<file path="src/core/dac_word_pkg.sv">
package dac_word_pkg;

    // Frame geometry
    localparam int FRAME_BITS = 24;
    localparam int CNT_W = 5;
    localparam logic [4:0] FRAME_BITS_CNT = 5'h18;
    localparam logic [4:0] CNT_SAT = 5'h1f;
    localparam int RW_POS = 23;
    localparam int RSVD_POS = 22;
    localparam int REG_MSB = 21;
    localparam int REG_LSB = 19;
    localparam int CH_MSB = 18;
    localparam int CH_LSB = 16;
    localparam int DATA_MSB = 15;
    localparam int DATA_LSB = 0;
    localparam int CODE12_LSB = 4;

    // Register select codes
    localparam logic [2:0] REG_DAC = 3'h0;
    localparam logic [2:0] REG_RANGE = 3'h1;
    localparam logic [2:0] REG_POWER = 3'h2;
    localparam logic [2:0] REG_CTRL = 3'h3;

    // Channel address codes
    localparam logic [2:0] CH_A = 3'h0;
    localparam logic [2:0] CH_B = 3'h1;
    localparam logic [2:0] CH_C = 3'h2;
    localparam logic [2:0] CH_D = 3'h3;
    localparam logic [2:0] CH_ALL = 3'h4;
    localparam int NUM_CH = 4;

    // Output range codes that are bipolar, and the range after reset
    localparam logic [2:0] RANGE_BIP5 = 3'h3;
    localparam logic [2:0] RANGE_BIP10 = 3'h4;
    localparam logic [2:0] RANGE_BIP10_8 = 3'h5;
    localparam logic [2:0] RANGE_RESET = 3'h0;

    localparam logic [23:0] SHIFT_RESET = 24'h000000;

    typedef enum logic [2:0] {
        SEL_DAC,
        SEL_RANGE,
        SEL_POWER,
        SEL_CTRL,
        SEL_NONE
    } reg_sel_t;

    typedef struct packed {
        logic read;
        logic reserved_bad;
        reg_sel_t target;
        logic [3:0] ch_mask;
        logic [15:0] data;
        logic [11:0] level_code;
    } dac_cmd_t;

    localparam dac_cmd_t CMD_RESET = '0;

endpackage : dac_word_pkg

</file>
<file path="src/core/cmd_skid_buffer.sv">
`timescale 1ns/1ps
// Two-entry buffer; entry 0 is the head and drives the output directly
module cmd_skid_buffer (
    input wire logic clk_i,
    input wire logic rst_n_i,
    input wire logic in_valid_i,
    output logic in_ready_o,
    input wire dac_word_pkg::dac_cmd_t in_data_i,
    output logic out_valid_o,
    input wire logic out_ready_i,
    output dac_word_pkg::dac_cmd_t out_data_o
);
    dac_word_pkg::dac_cmd_t entry_reg [2];
    dac_word_pkg::dac_cmd_t entry_next [2];
    logic [1:0] count_reg;
    logic [1:0] count_next;
    logic push;
    logic pop;
    logic valid_reg;
    logic valid_next;

    // Ready stays honest: only when a slot is free
    always_comb begin
        push = in_valid_i && (count_reg != 2'h2);
        pop = out_ready_i && (count_reg != 2'h0);
        entry_next[0] = entry_reg[0];
        entry_next[1] = entry_reg[1];
        count_next = count_reg;
        if (pop) begin
            entry_next[0] = entry_reg[1];
        end
        if (push) begin
            if (count_reg == 2'h0 || (count_reg == 2'h1 && pop)) begin
                entry_next[0] = in_data_i;
            end else begin
                entry_next[pop ? 0 : 1] = in_data_i;
            end
        end
        if (push && !pop) begin
            count_next = count_reg + 2'h1;
        end else if (pop && !push) begin
            count_next = count_reg - 2'h1;
        end
        // Valid gets its own flop so the port is driven straight from a register
        valid_next = (count_next != 2'h0);
    end

    always_ff @(posedge clk_i or negedge rst_n_i) begin
        if (!rst_n_i) begin
            entry_reg[0] <= dac_word_pkg::CMD_RESET;
            entry_reg[1] <= dac_word_pkg::CMD_RESET;
            count_reg <= 2'h0;
            valid_reg <= 1'b0;
        end else begin
            entry_reg[0] <= entry_next[0];
            entry_reg[1] <= entry_next[1];
            count_reg <= count_next;
            valid_reg <= valid_next;
        end
    end

    assign in_ready_o = (count_reg != 2'h2);
    assign out_valid_o = valid_reg;
    assign out_data_o = entry_reg[0];

endmodule : cmd_skid_buffer

</file>
<file path="src/core/dac_serial_input_word_decoder.sv">
`timescale 1ns/1ps
// Function
// - A frame counts only when exactly 24 bits arrived before frame end.
// - Bits enter MSB first; each serial clock fall shifts left.
// - Fixed fields: 23 direction, 22 reserved, 21-19 register, 18-16 channel, 15-0 data.
// - Register select 000 DAC, 001 range, 010 power, 011 control.
// - Reads and writes reach every register; range is kept for readback here.
// - Bipolar twos-complement 12-bit codes map 7ff top, 000 mid, 800 bottom.
// - Unipolar codes are straight binary, 000 zero, fff full scale less a step.
module dac_serial_input_word_decoder (
    input wire logic ref_clk_i,
    input wire logic rstn_i,
    input wire logic serial_clk_i,
    input wire logic frame_sync_n_i,
    input wire logic serial_data_in_i,
    input wire logic offset_binary_i,
    output logic cmd_valid_o,
    input wire logic cmd_ready_i,
    output dac_word_pkg::dac_cmd_t cmd_o,
    output logic frame_error_o,
    output logic overrun_o,
    output logic [11:0] range_readback_o
);
    // Reset release
    logic [1:0] rst_sync_reg;
    logic rst_n;

    always_ff @(posedge ref_clk_i or negedge rstn_i) begin
        if (!rstn_i) begin
            rst_sync_reg <= 2'h0;
        end else begin
            rst_sync_reg <= {rst_sync_reg[0], 1'b1};
        end
    end
    assign rst_n = rst_sync_reg[1];

    // Pin synchronisers; stage 1 feeds only stage 2
    logic [2:0] sclk_sync_reg;
    logic [2:0] sync_sync_reg;
    logic [2:0] serial_data_in_sync_reg;
    logic sclk_stable_reg;
    logic sclk_stable_next;
    logic sync_stable_reg;
    logic sync_stable_next;

    always_ff @(posedge ref_clk_i or negedge rst_n) begin
        if (!rst_n) begin
            sclk_sync_reg <= 3'h0;
            sync_sync_reg <= 3'h7;
            serial_data_in_sync_reg <= 3'h0;
        end else begin
            sclk_sync_reg <= {sclk_sync_reg[1:0], serial_clk_i};
            sync_sync_reg <= {sync_sync_reg[1:0], frame_sync_n_i};
            serial_data_in_sync_reg <= {serial_data_in_sync_reg[1:0], serial_data_in_i};
        end
    end

    // A pin change counts once stages two and three agree
    logic sclk_fall;
    logic sync_fall;
    logic sync_rise;

    always_comb begin
        sclk_stable_next = sclk_stable_reg;
        sync_stable_next = sync_stable_reg;
        if (sclk_sync_reg[1] == sclk_sync_reg[2]) begin
            sclk_stable_next = sclk_sync_reg[2];
        end
        if (sync_sync_reg[1] == sync_sync_reg[2]) begin
            sync_stable_next = sync_sync_reg[2];
        end
        sclk_fall = sclk_stable_reg && !sclk_stable_next;
        sync_fall = sync_stable_reg && !sync_stable_next;
        sync_rise = !sync_stable_reg && sync_stable_next;
    end

    always_ff @(posedge ref_clk_i or negedge rst_n) begin
        if (!rst_n) begin
            sclk_stable_reg <= 1'b0;
            sync_stable_reg <= 1'b1;
        end else begin
            sclk_stable_reg <= sclk_stable_next;
            sync_stable_reg <= sync_stable_next;
        end
    end

    // Channel decode, used for range updates and for the command
    function automatic logic [3:0] ch_decode(input logic [2:0] addr);
        unique case (addr)
            dac_word_pkg::CH_A: ch_decode = 4'h1;
            dac_word_pkg::CH_B: ch_decode = 4'h2;
            dac_word_pkg::CH_C: ch_decode = 4'h4;
            dac_word_pkg::CH_D: ch_decode = 4'h8;
            dac_word_pkg::CH_ALL: ch_decode = 4'hf;
            default: ch_decode = 4'h0;
        endcase
    endfunction : ch_decode

    function automatic dac_word_pkg::reg_sel_t reg_decode(input logic [2:0] sel);
        unique case (sel)
            dac_word_pkg::REG_DAC: reg_decode = dac_word_pkg::SEL_DAC;
            dac_word_pkg::REG_RANGE: reg_decode = dac_word_pkg::SEL_RANGE;
            dac_word_pkg::REG_POWER: reg_decode = dac_word_pkg::SEL_POWER;
            dac_word_pkg::REG_CTRL: reg_decode = dac_word_pkg::SEL_CTRL;
            default: reg_decode = dac_word_pkg::SEL_NONE;
        endcase
    endfunction : reg_decode

    function automatic logic is_bipolar(input logic [2:0] range);
        is_bipolar = (range == dac_word_pkg::RANGE_BIP5) || (range == dac_word_pkg::RANGE_BIP10)
            || (range == dac_word_pkg::RANGE_BIP10_8);
    endfunction : is_bipolar

    // Frame assembly
    logic [23:0] shift_reg;
    logic [23:0] shift_next;
    logic [4:0] count_reg;
    logic [4:0] count_next;
    logic in_frame_reg;
    logic in_frame_next;
    logic frame_done;
    logic frame_error_reg;
    logic frame_error_next;

    always_comb begin
        shift_next = shift_reg;
        count_next = count_reg;
        in_frame_next = in_frame_reg;
        frame_done = 1'b0;
        frame_error_next = 1'b0;
        if (sync_fall) begin
            in_frame_next = 1'b1;
            count_next = 5'h00;
        end else if (in_frame_reg && sclk_fall) begin
            shift_next = {shift_reg[22:0], serial_data_in_sync_reg[2]};
            if (count_reg != dac_word_pkg::CNT_SAT) begin
                count_next = count_reg + 5'h01;
            end
        end
        if (in_frame_reg && sync_rise) begin
            in_frame_next = 1'b0;
            frame_done = (count_reg == dac_word_pkg::FRAME_BITS_CNT);
            frame_error_next = !frame_done;
        end
    end

    always_ff @(posedge ref_clk_i or negedge rst_n) begin
        if (!rst_n) begin
            shift_reg <= dac_word_pkg::SHIFT_RESET;
            count_reg <= 5'h00;
            in_frame_reg <= 1'b0;
            frame_error_reg <= 1'b0;
        end else begin
            shift_reg <= shift_next;
            count_reg <= count_next;
            in_frame_reg <= in_frame_next;
            frame_error_reg <= frame_error_next;
        end
    end

    // Per-channel range store; it decides bipolar versus unipolar coding
    logic [2:0] range_reg [dac_word_pkg::NUM_CH];
    logic [2:0] range_next [dac_word_pkg::NUM_CH];
    logic [3:0] frame_mask;
    logic [2:0] frame_ch;
    dac_word_pkg::reg_sel_t frame_target;
    logic range_write;

    assign frame_ch = shift_reg[dac_word_pkg::CH_MSB:dac_word_pkg::CH_LSB];
    assign frame_mask = ch_decode(frame_ch);
    assign frame_target = reg_decode(shift_reg[dac_word_pkg::REG_MSB:dac_word_pkg::REG_LSB]);
    assign range_write = frame_done && !shift_reg[dac_word_pkg::RW_POS]
        && (frame_target == dac_word_pkg::SEL_RANGE);

    genvar gi;
    generate
        for (gi = 0; gi < dac_word_pkg::NUM_CH; gi++) begin : g_range
            always_comb begin
                range_next[gi] = range_reg[gi];
                if (range_write && frame_mask[gi]) begin
                    range_next[gi] = shift_reg[2:0];
                end
            end
            always_ff @(posedge ref_clk_i or negedge rst_n) begin
                if (!rst_n) begin
                    range_reg[gi] <= dac_word_pkg::RANGE_RESET;
                end else begin
                    range_reg[gi] <= range_next[gi];
                end
            end
        end
    endgenerate

    // Build the command; a word held back by a stalled buffer waits one slot
    dac_word_pkg::dac_cmd_t frame_cmd;
    dac_word_pkg::dac_cmd_t pend_reg;
    dac_word_pkg::dac_cmd_t pend_next;
    logic pend_valid_reg;
    logic pend_valid_next;
    logic buf_ready;
    logic overrun_reg;
    logic overrun_next;
    logic [2:0] code_range;
    logic [11:0] code12;

    always_comb begin
        code12 = shift_reg[dac_word_pkg::DATA_MSB:dac_word_pkg::CODE12_LSB];
        code_range = range_reg[0];
        for (int i = dac_word_pkg::NUM_CH - 1; i >= 0; i--) begin
            if (frame_mask[i]) begin
                code_range = range_reg[i];
            end
        end
        frame_cmd.read = shift_reg[dac_word_pkg::RW_POS];
        frame_cmd.reserved_bad = shift_reg[dac_word_pkg::RSVD_POS];
        frame_cmd.target = frame_target;
        frame_cmd.ch_mask = frame_mask;
        frame_cmd.data = shift_reg[dac_word_pkg::DATA_MSB:dac_word_pkg::DATA_LSB];
        // Level code counts up from the most negative output
        if (is_bipolar(code_range) && !offset_binary_i) begin
            frame_cmd.level_code = {~code12[11], code12[10:0]};
        end else begin
            frame_cmd.level_code = code12;
        end
        pend_next = pend_reg;
        pend_valid_next = pend_valid_reg;
        overrun_next = 1'b0;
        if (pend_valid_reg && buf_ready) begin
            pend_valid_next = 1'b0;
        end
        if (frame_done) begin
            overrun_next = pend_valid_reg && !buf_ready;
            pend_next = frame_cmd;
            pend_valid_next = 1'b1;
        end
    end

    always_ff @(posedge ref_clk_i or negedge rst_n) begin
        if (!rst_n) begin
            pend_reg <= dac_word_pkg::CMD_RESET;
            pend_valid_reg <= 1'b0;
            overrun_reg <= 1'b0;
        end else begin
            pend_reg <= pend_next;
            pend_valid_reg <= pend_valid_next;
            overrun_reg <= overrun_next;
        end
    end

    cmd_skid_buffer u_buf (
        .clk_i(ref_clk_i),
        .rst_n_i(rst_n),
        .in_valid_i(pend_valid_reg),
        .in_ready_o(buf_ready),
        .in_data_i(pend_reg),
        .out_valid_o(cmd_valid_o),
        .out_ready_i(cmd_ready_i),
        .out_data_o(cmd_o)
    );

    assign frame_error_o = frame_error_reg;
    assign overrun_o = overrun_reg;
    assign range_readback_o = {range_reg[3], range_reg[2], range_reg[1], range_reg[0]};

endmodule : dac_serial_input_word_decoder

</file>
<file path="config.mk">
export PLATFORM = sky130hd
export DESIGN_NAME = dac_serial_input_word_decoder
export DESIGN_NICKNAME = d
export VERILOG_FILES = /design/src/core/dac_word_pkg.sv /design/src/core/cmd_skid_buffer.sv /design/src/core/dac_serial_input_word_decoder.sv
export SDC_FILE = /design/constraint.sdc
export NUM_CORES = 1
export LEC_CHECK = 0
export ABC_AREA = 1
export ABC_CLOCK_PERIOD_IN_PS = 6300
export BUFFER_PORTS_ARGS = -buffer_cell sky130_fd_sc_hd__buf_2
export CORE_MARGIN = 8
export CORE_UTILIZATION = 59
export CTS_BUF_LIST = sky130_fd_sc_hd__clkbuf_16
export CTS_CLUSTER_SIZE = 20
export DETAILED_ROUTE_END_ITERATION = 8
export PLACE_DENSITY = 0.82
export SYNTH_ARGS = -nofsm -noshare
export SYNTH_HDL_FRONTEND = slang
export SYNTH_SLANG_ARGS = --single-unit
</file>
<file path="constraint.sdc">
create_clock -name ref_clk_i -period 6.3 [get_ports ref_clk_i]
set_input_delay 1.26 -clock ref_clk_i [delete_from_list [all_inputs] [get_ports ref_clk_i]]
set_output_delay 1.26 -clock ref_clk_i [all_outputs]
set_load 0.02 [all_outputs]
</file>
* Word level (Yosys, flattened, before mapping)
Index checks and enable logic that the tools add are counted.
** Word-level totals
- Register bits :: 172
- Input bits :: 7
- Word-level logic and storage cells :: 134
** Operators by class
- $add $sub $neg :: 3
- Magnitude comparators :: 2
- Equality and inequality tests :: 17
- Mux-type cells :: 29
- Bitwise operators :: 4
- Reductions and logical operators :: 43
** Operators by type and width (count)
- 37-bit 2-to-1 mux :: 4
- 74-bit bitwise mux :: 1
- 74-bit 2-to-1 mux :: 1
- 37-bit demux with 1-bit select :: 1
- 32-bit by 2-bit greater-or-equal comparator with 1-bit output, second input constant :: 1
- 32-bit by 1-bit less-than comparator with 1-bit output, second input constant :: 1
- 32-bit NOT :: 1
- 4-bit case mux with 5 select lines :: 1
- 1-bit logical AND :: 19
- 3-bit by 2-bit equality test with 1-bit output, second input constant :: 5
- 5-bit 2-to-1 mux :: 3
- 12-bit 2-to-1 mux :: 1
- 3-bit 2-to-1 mux :: 4
- 3-bit case mux with 4 select lines :: 1
- 2-bit nonzero test :: 6
- 1-bit 2-to-1 mux :: 10
- 3-bit by 1-bit equality test with 1-bit output, second input constant :: 3
- 3-bit equality test, second input constant :: 3
- 1-bit zero test :: 9
- 3-bit zero test :: 2
- 2-bit AND reduction :: 3
- 5-bit by 1-bit adder with 5-bit output, second input constant :: 1
- 5-bit equality test, second input constant :: 1
- 5-bit != test, second input constant :: 1
- 9 further kinds :: 15

* Longest topological paths before layout
Gate-level depths: netlist of run 1.
- Depth in word-level cells :: 11
- Mapped depth :: 10
- Gate-level depth less buffers :: 10

* Hierarchy
From an unflattened synthesis of run 1, not the netlist that was laid out.
** Second synthesis, totals
- Cell total of the unflattened synthesis :: 763
- Area total of the unflattened synthesis :: 6972.9 um^2
** Modules (own cells, without submodules)
- cmd_skid_buffer :: instances 1, cells an instance 424, area an instance 3653.5 um^2
- dac_serial_input_word_decoder :: instances 1, cells an instance 339, area an instance 3319.4 um^2

* Worst setup path after synthesis of run 1
No wires, ideal clock.
- Kind :: in2reg
- Start point :: in cmd_ready_i
- End point :: reg with a tool-made name
- Setup time :: 0.128 ns
- Arrival time :: 2.152 ns
- Slack :: 4.020 ns
- Stages on the path :: 8
- Buffers on the path :: 1
- Path through :: inv_2 -> nor2_4 -> inv_2 -> nand2_2 -> inv_2 -> nand2_4 -> buf_6 -> mux2_1
** RTL lines
- start, declared :: RTL line dac_serial_input_word_decoder.sv:18 : input wire logic cmd_ready_i,

==> impl_metrics.toml, run 1 <==
[route]
drcViolationCount = 0
drtIter0Drc = 573
drt-total-wl_um = 13630
drt-pass1-iter-count = 5
wl_per_cell_um = 15.44
vias_per_cell = 5.553
ant_nets = 0
vias = 4903

[synthesis]
async_flop_share = 1.000
avgSynthCellArea_sq_um = 9.358
synth_top_area_share = 0.5484
yosysWarningCount = 0
synth_top_area_cell = "dfrtp_1"
synth_area_sq_mm = 0.006663
synth-edff-count = 0
ys_types = 36
synth-main-ff-cell = "dfrtp_1"
yosysSeqAreaShare = 0.5641
synthCells = 712
synth_fp_nets = 725
yosys-top-cells-area = "dfrtp_1 55%, nand2_1 9.8%, o21ai_0 5.3%"
ys_seq_elements = 150

[cts]
cts.hold.buffers_added = 0
cts_sinks = 150
cts-buffers-inserted = 17
htreeDepth = 4
cts_setup_buffers = 0
insertion_delay_ns = 0.42
cts_tree = "built"
root_buffer = "clkbuf_16"
cts_buffer_depth = 2
cts_resized = 0
clk_pin_slew_ns = 0.06

[global_routing]
grt_max_degree = 93
grt_usage = 0.1875
use_met2 = 0.3027
top_usage_layer = "met2"
grt_pass1_wl_um = 22570
grt_overflow = 0
met1_usage = 0.2371
grt_pass1_vias = 4789
gr-usage-met3 = 0.04278
antenna_found_initial = 0

[sta]
post-route-period-util = 0.4123
drv_slew = 0
fin_tns_setup_ns = 0
rsz0062_at_grt = "false"
skew_ns = 0.006731
hold_violations = 0
setup_viol_count_final = 0
max_freq_mhz = 385.0
relSlewSlack = 0.2631
period_needed_ns = 2.598
worstMarginPinSlew_ns = 1.105

[critical_path]
rr_endpoint = "u_buf.out_data_o[31]"
end_kind = "flop"
crit_path_max_fanout = 28
worstRegToRegCells = 6
required_ns = 6.56
cp-start-kind = "flop"
ff2ff_setup_slack_ns = 3.70
arrival_ns = 2.86
path_class = "reg2reg"
crit-reg2reg-launch = "u_buf.count_reg[0]"

[power_and_ir_drop]
swShare = 0.2842
vdd_drop_max_v = 0.0002421
power.static_leakage_nw = 3.677
p_per_area_mw_per_mm2 = 332.5
switchingPower_uw = 690.7
p_clk_frac = 0.413
combPwrFrac = 0.143
p_int_mw = 1.739
seqPwrFrac = 0.444

[die]
rows = 39
dieArea_sq_mm = 0.01495
start_util = 0.5936
core_sq_mm = 0.01122
die_h_um = 122.3
ios = 59
fp.dieW_um = 122.3

[min_path]
min-delay-start = "serial_data_in_sync_reg[0]"
hold_depth = 0
hp-class = "reg2reg"
holdPathEnd = "serial_data_in_sync_reg[1]"

[final_layout]
antenna_cells = 0
area_delta_synth_final_pct = 9.690
final_cell_mix = "174 x nand2_1, 145 x dfrtp_1, 81 x inv_1"
fillers = 843
drive_above_1_share = 0.1811
final_common_cell = "nand2_1"
nets = 740
design_area_sq_mm = 0.007308

[placement]
place_area_sq_mm = 0.006720
post-dp-hpwl_um = 9109
gp_congestion = 0.8204
port_buffers = 58

[run]
maxCapViolations = 0

[outcome]
status = "completed"
worst max path at each step:
| stage | start | to |
|---|---|---|
| after floorplan | rst_sync_reg[1] | asynchronous set/reset pin |
| after global placement | cmd_ready_i | flop |
| after detailed placement | cmd_ready_i | flop |
| after CTS | u_buf.count_reg[0] | u_buf.out_data_o[31] |
| after global routing | u_buf.count_reg[0] | u_buf.out_data_o[31] |
| final | u_buf.count_reg[0] | u_buf.out_data_o[31] |
cell families (layout without fill, tap and decap cells):
| logic type | after synthesis | after routing | share of synthesized area |
|---|---|---|---|
| compound gates | 131 | 131 | 0.1127 |
| xor+xnor | 1 | 1 | 0.001315 |
| fa+ha+maj | 7 | 7 | 0.01296 |
| buf+inv | 150 | 178 | 0.1125 |
| flops | 150 | 150 | 0.5641 |
| mux | 18 | 18 | 0.03549 |
| other cells | 1 | 1 | 0.0005628 |
| simple gates | 254 | 254 | 0.1604 |
stage by stage:
step	power [mW]	hold slack (ns)	setup slack, ns	util	instances
global route	2.532	0.3658	3.555	0.6512	883
floorplan	1.378	0.3312	1.818	-	712
global placement	1.422	0.3337	3.424	0.5988	851
CTS	2.442	0.3486	3.726	0.6512	883
detailed placement	1.441	0.3347	3.352	0.5988	851
finish	2.430	0.3473	3.702	0.6512	883
power groups by stage:
stage	sequential (mW)	clock, mW	combinational (mW)
global placement	1.09	0	0.331
CTS	1.08	1.01	0.350
floorplan	1.10	0	0.281
finish	1.08	1.00	0.347
global route	1.09	1.06	0.388
detailed placement	1.10	0	0.345
worst max-delay path, stage by stage (launching register included):
cell	delay [ns]
dfrtp_1	0.35
inv_1	0.09
ha_1	0.25
nor2_4	0.57
inv_2	0.36
o21ai_2	0.62
o211ai_1	0.19
Yosys cell counts (6+ instances only):
library cell  instances
a21oi_1              19
a31oi_1              11
buf_2                 7
buf_4                37
clkbuf_1             12
dfrtp_1             146
ha_1                  6
inv_1                79
inv_2                 8
mux2_4                9
nand2_1             174
nand3_1              36
nor2_1               30
o211ai_1             15
o21ai_0              70
o21ai_2              10
routing by layer:
metal	share of wire	wire length, um
met1	0.43	5839
met2	0.49	6617
met3	0.060	821
met4	0.026	353
met5	0	0
area by class of cell:
class	count	area [sq um]	share of cell area
clock buffers	17	425.4	0.05821
clock inverters	15	162.7	0.02226
inverters	87	326.6	0.04468
multi-input cells	412	2155	0.2948
flip-flops and latches	150	3762	0.5148
well taps	143	178.9	0.02448
repair buffers	59	297.8	0.04075
Note: power is estimated with default switching activity, not from simulation.
==> run 2, diff against run 1 <==
--- a/config.mk
+++ b/config.mk
@@ -6,14 +6,14 @@
 export NUM_CORES = 1
 export LEC_CHECK = 0
 export ABC_AREA = 1
-export ABC_CLOCK_PERIOD_IN_PS = 6300
+export ABC_CLOCK_PERIOD_IN_PS = 2300
 export BUFFER_PORTS_ARGS = -buffer_cell sky130_fd_sc_hd__buf_2
 export CORE_MARGIN = 8
-export CORE_UTILIZATION = 59
+export CORE_UTILIZATION = 53
 export CTS_BUF_LIST = sky130_fd_sc_hd__clkbuf_16
 export CTS_CLUSTER_SIZE = 20
 export DETAILED_ROUTE_END_ITERATION = 8
-export PLACE_DENSITY = 0.82
+export PLACE_DENSITY = 0.78
 export SYNTH_ARGS = -nofsm -noshare
 export SYNTH_HDL_FRONTEND = slang
 export SYNTH_SLANG_ARGS = --single-unit
==> constraint.sdc (replaced) <==
create_clock -name ref_clk_i -period 2.3 [get_ports ref_clk_i]
set_input_delay 0.46 -clock ref_clk_i [delete_from_list [all_inputs] [get_ports ref_clk_i]]
set_output_delay 0.46 -clock ref_clk_i [all_outputs]
set_load 0.02 [all_outputs]
==> run 2 against run 1 <==
Effect of this change:
- die area is 9.8% higher
- critical endpoint is now u_buf.out_data_o[9]
- clock power rose to 2.7 times the previous value
- register-to-register slack lost 3.4 ns
- setup slack worse by 3.4 ns
- global-route usage down 1.4 points
- largest cell class unchanged
- final cell count grew 4.3%
- cell area rose by 1.5%
- utilization decreased by 5.6 points
- flip-flop and latch count is the same
==> impl_metrics.toml, run 2 (same netlist as run 1, synthesis figures left out) <==
[global_routing]
antenna_found_initial = 0
grt_pass1_vias = 4802
grt_overflow = 0
grt_usage = 0.1736
grt_max_degree = 54
grt_pass1_wl_um = 22760

[power_and_ir_drop]
total_power_mw = 6.633
vdd_drop_max_v = 0.0004668
power.static_leakage_nw = 3.713
p_per_area_mw_per_mm2 = 894.6

[sta]
relSlewSlack = 0.5334
period_needed_ns = 1.954
skew_ns = 0.008542
hold_violations = 0
post-route-period-util = 0.8496
worstMarginPinSlew_ns = 0.6998
max_freq_mhz = 511.7
fin_tns_setup_ns = 0
drv_slew = 0
rsz0062_at_grt = "false"
setup_viol_count_final = 0
hold_ws_ns = 0.1388

[critical_path]
crit-reg2reg-launch = "u_buf.count_reg[0]"
critPathMaxStageDelay_ns = 0.46
crit_path_max_fanout = 26
critPathTopFamily = "simple AND/OR/NAND/NOR gates"
ff2ff_setup_slack_ns = 0.35
crit_buf_inv = 3
worstRegToRegCells = 8
required_ns = 2.60
arrival_ns = 2.25
path_class = "reg2reg"
rr_endpoint = "u_buf.out_data_o[9]"
end_kind = "flop"
crit_slowest_cell = "nand3_2"
worstPathCellList = "inv_1 > ha_1 > inv_2 > nand3_2 > nand2_1 > nand2_1 > o21ai_0 > inv_1"
cp-start-kind = "flop"

[placement]
port_buffers = 58
place_area_sq_mm = 0.006837
placed_cells = 889
gp_congestion = 0.8180
post-dp-hpwl_um = 9195

[final_layout]
drive_above_1_share = 0.1856
fillers = 1023
finalNonFillerCells = 921
final_cell_mix = "174 x nand2_1, 145 x dfrtp_1, 80 x inv_1"
nets = 750
area_delta_synth_final_pct = 11.29
design_area_sq_mm = 0.007415
antenna_cells = 0
final_common_cell = "nand2_1"

[min_path]
hold_depth = 1
min-delay-start = "frame_sync_n_i"
hp-class = "in2reg"
holdPathEnd = "sync_sync_reg[0]"

[route]
drcViolationCount = 0
wl_per_cell_um = 14.46
drtIter0Drc = 428
vias_per_cell = 5.221
ant_nets = 0
wl_met2_um = 6530
vias = 4809
wl_met1_um = 5907
drt-pass1-iter-count = 5
wl_met3_um = 642
drt-total-wl_um = 13310
routed.top_layer = "met4"

[cts]
insertion_delay_ns = 0.42
cts_sinks = 150
cts-buffers-inserted = 17
htreeDepth = 4
cts_tree = "built"
root_buffer = "clkbuf_16"
clk_pin_slew_ns = 0.05
cts.hold.buffers_added = 1
cts_resized = 0
cts_setup_buffers = 0
cts_buffer_depth = 2

[die]
core_sq_mm = 0.01247
ios = 59
dieArea_sq_mm = 0.01641
rows = 41
fp.dieW_um = 128.1
start_util = 0.5345
die_h_um = 128.1

[outcome]
status = "completed"

[run]
maxCapViolations = 0
## run 2: cell count changes in the layout (fill, tap and decap cells not counted)
cell,previous run,this run
dlygate4sd3_1,0,1
clkinv_1,2,6
buf_12,0,1
inv_6,2,0
clkinv_2,3,2
clkinv_4,2,1
inv_1,81,80
buf_4,1,9
## run 2: layout make-up
type	count	area [sq um]	share of cell area
Clock buffer	17	425.4	0.05737
Clock inverter	14	142.6	0.01924
Inverter	87	326.6	0.04404
Multi-Input combinational cell	412	2155	0.2906
Sequential cell	150	3762	0.5074
Tap cell	172	215.2	0.02902
Timing Repair Buffer	69	387.9	0.05231
## run 2: worst max-delay path by stage
stage	start	endpoint	slack, ns	cells after the start
final	u_buf.count_reg[0]	u_buf.out_data_o[9]	0.35	8
after global routing	u_buf.count_reg[0]	u_buf.out_data_o[0]	0.21	8
after CTS	u_buf.count_reg[0]	u_buf.out_data_o[9]	0.35	8
after detailed placement	u_buf.count_reg[0]	u_buf.out_data_o[4]	0.39	8
after global placement	u_buf.count_reg[0]	u_buf.out_data_o[0]	0.48	8
after floorplan	u_buf.count_reg[0]	flop	0.64	9
## run 2: per-layer routing
layer / up-vias / global-route usage
li1: 2303 / -
met1: 2357 / 0.2179
met2: 129 / 0.2785
met3: 20 / 0.04077
met4: 0 / 0.08182
met5: - / 0
## run 2: per-stage QoR
stage            util  worst slack (ns)
4_1_cts        0.5948            0.3536
5_1_grt        0.5948            0.2076
3_5_place_dp   0.5484            0.3885
6_report       0.5948            0.3459
3_3_place_gp   0.5484            0.4819
2_1_floorplan       -            0.6367
## run 2: report_power, final
group	switching, mW	leakage, nW	internal (mW)
Sequential	0.119	2.02	2.84
Combinational	0.742	1.41	0.271
Clock	0.999	0.279	1.67
Total	1.86	3.71	4.77
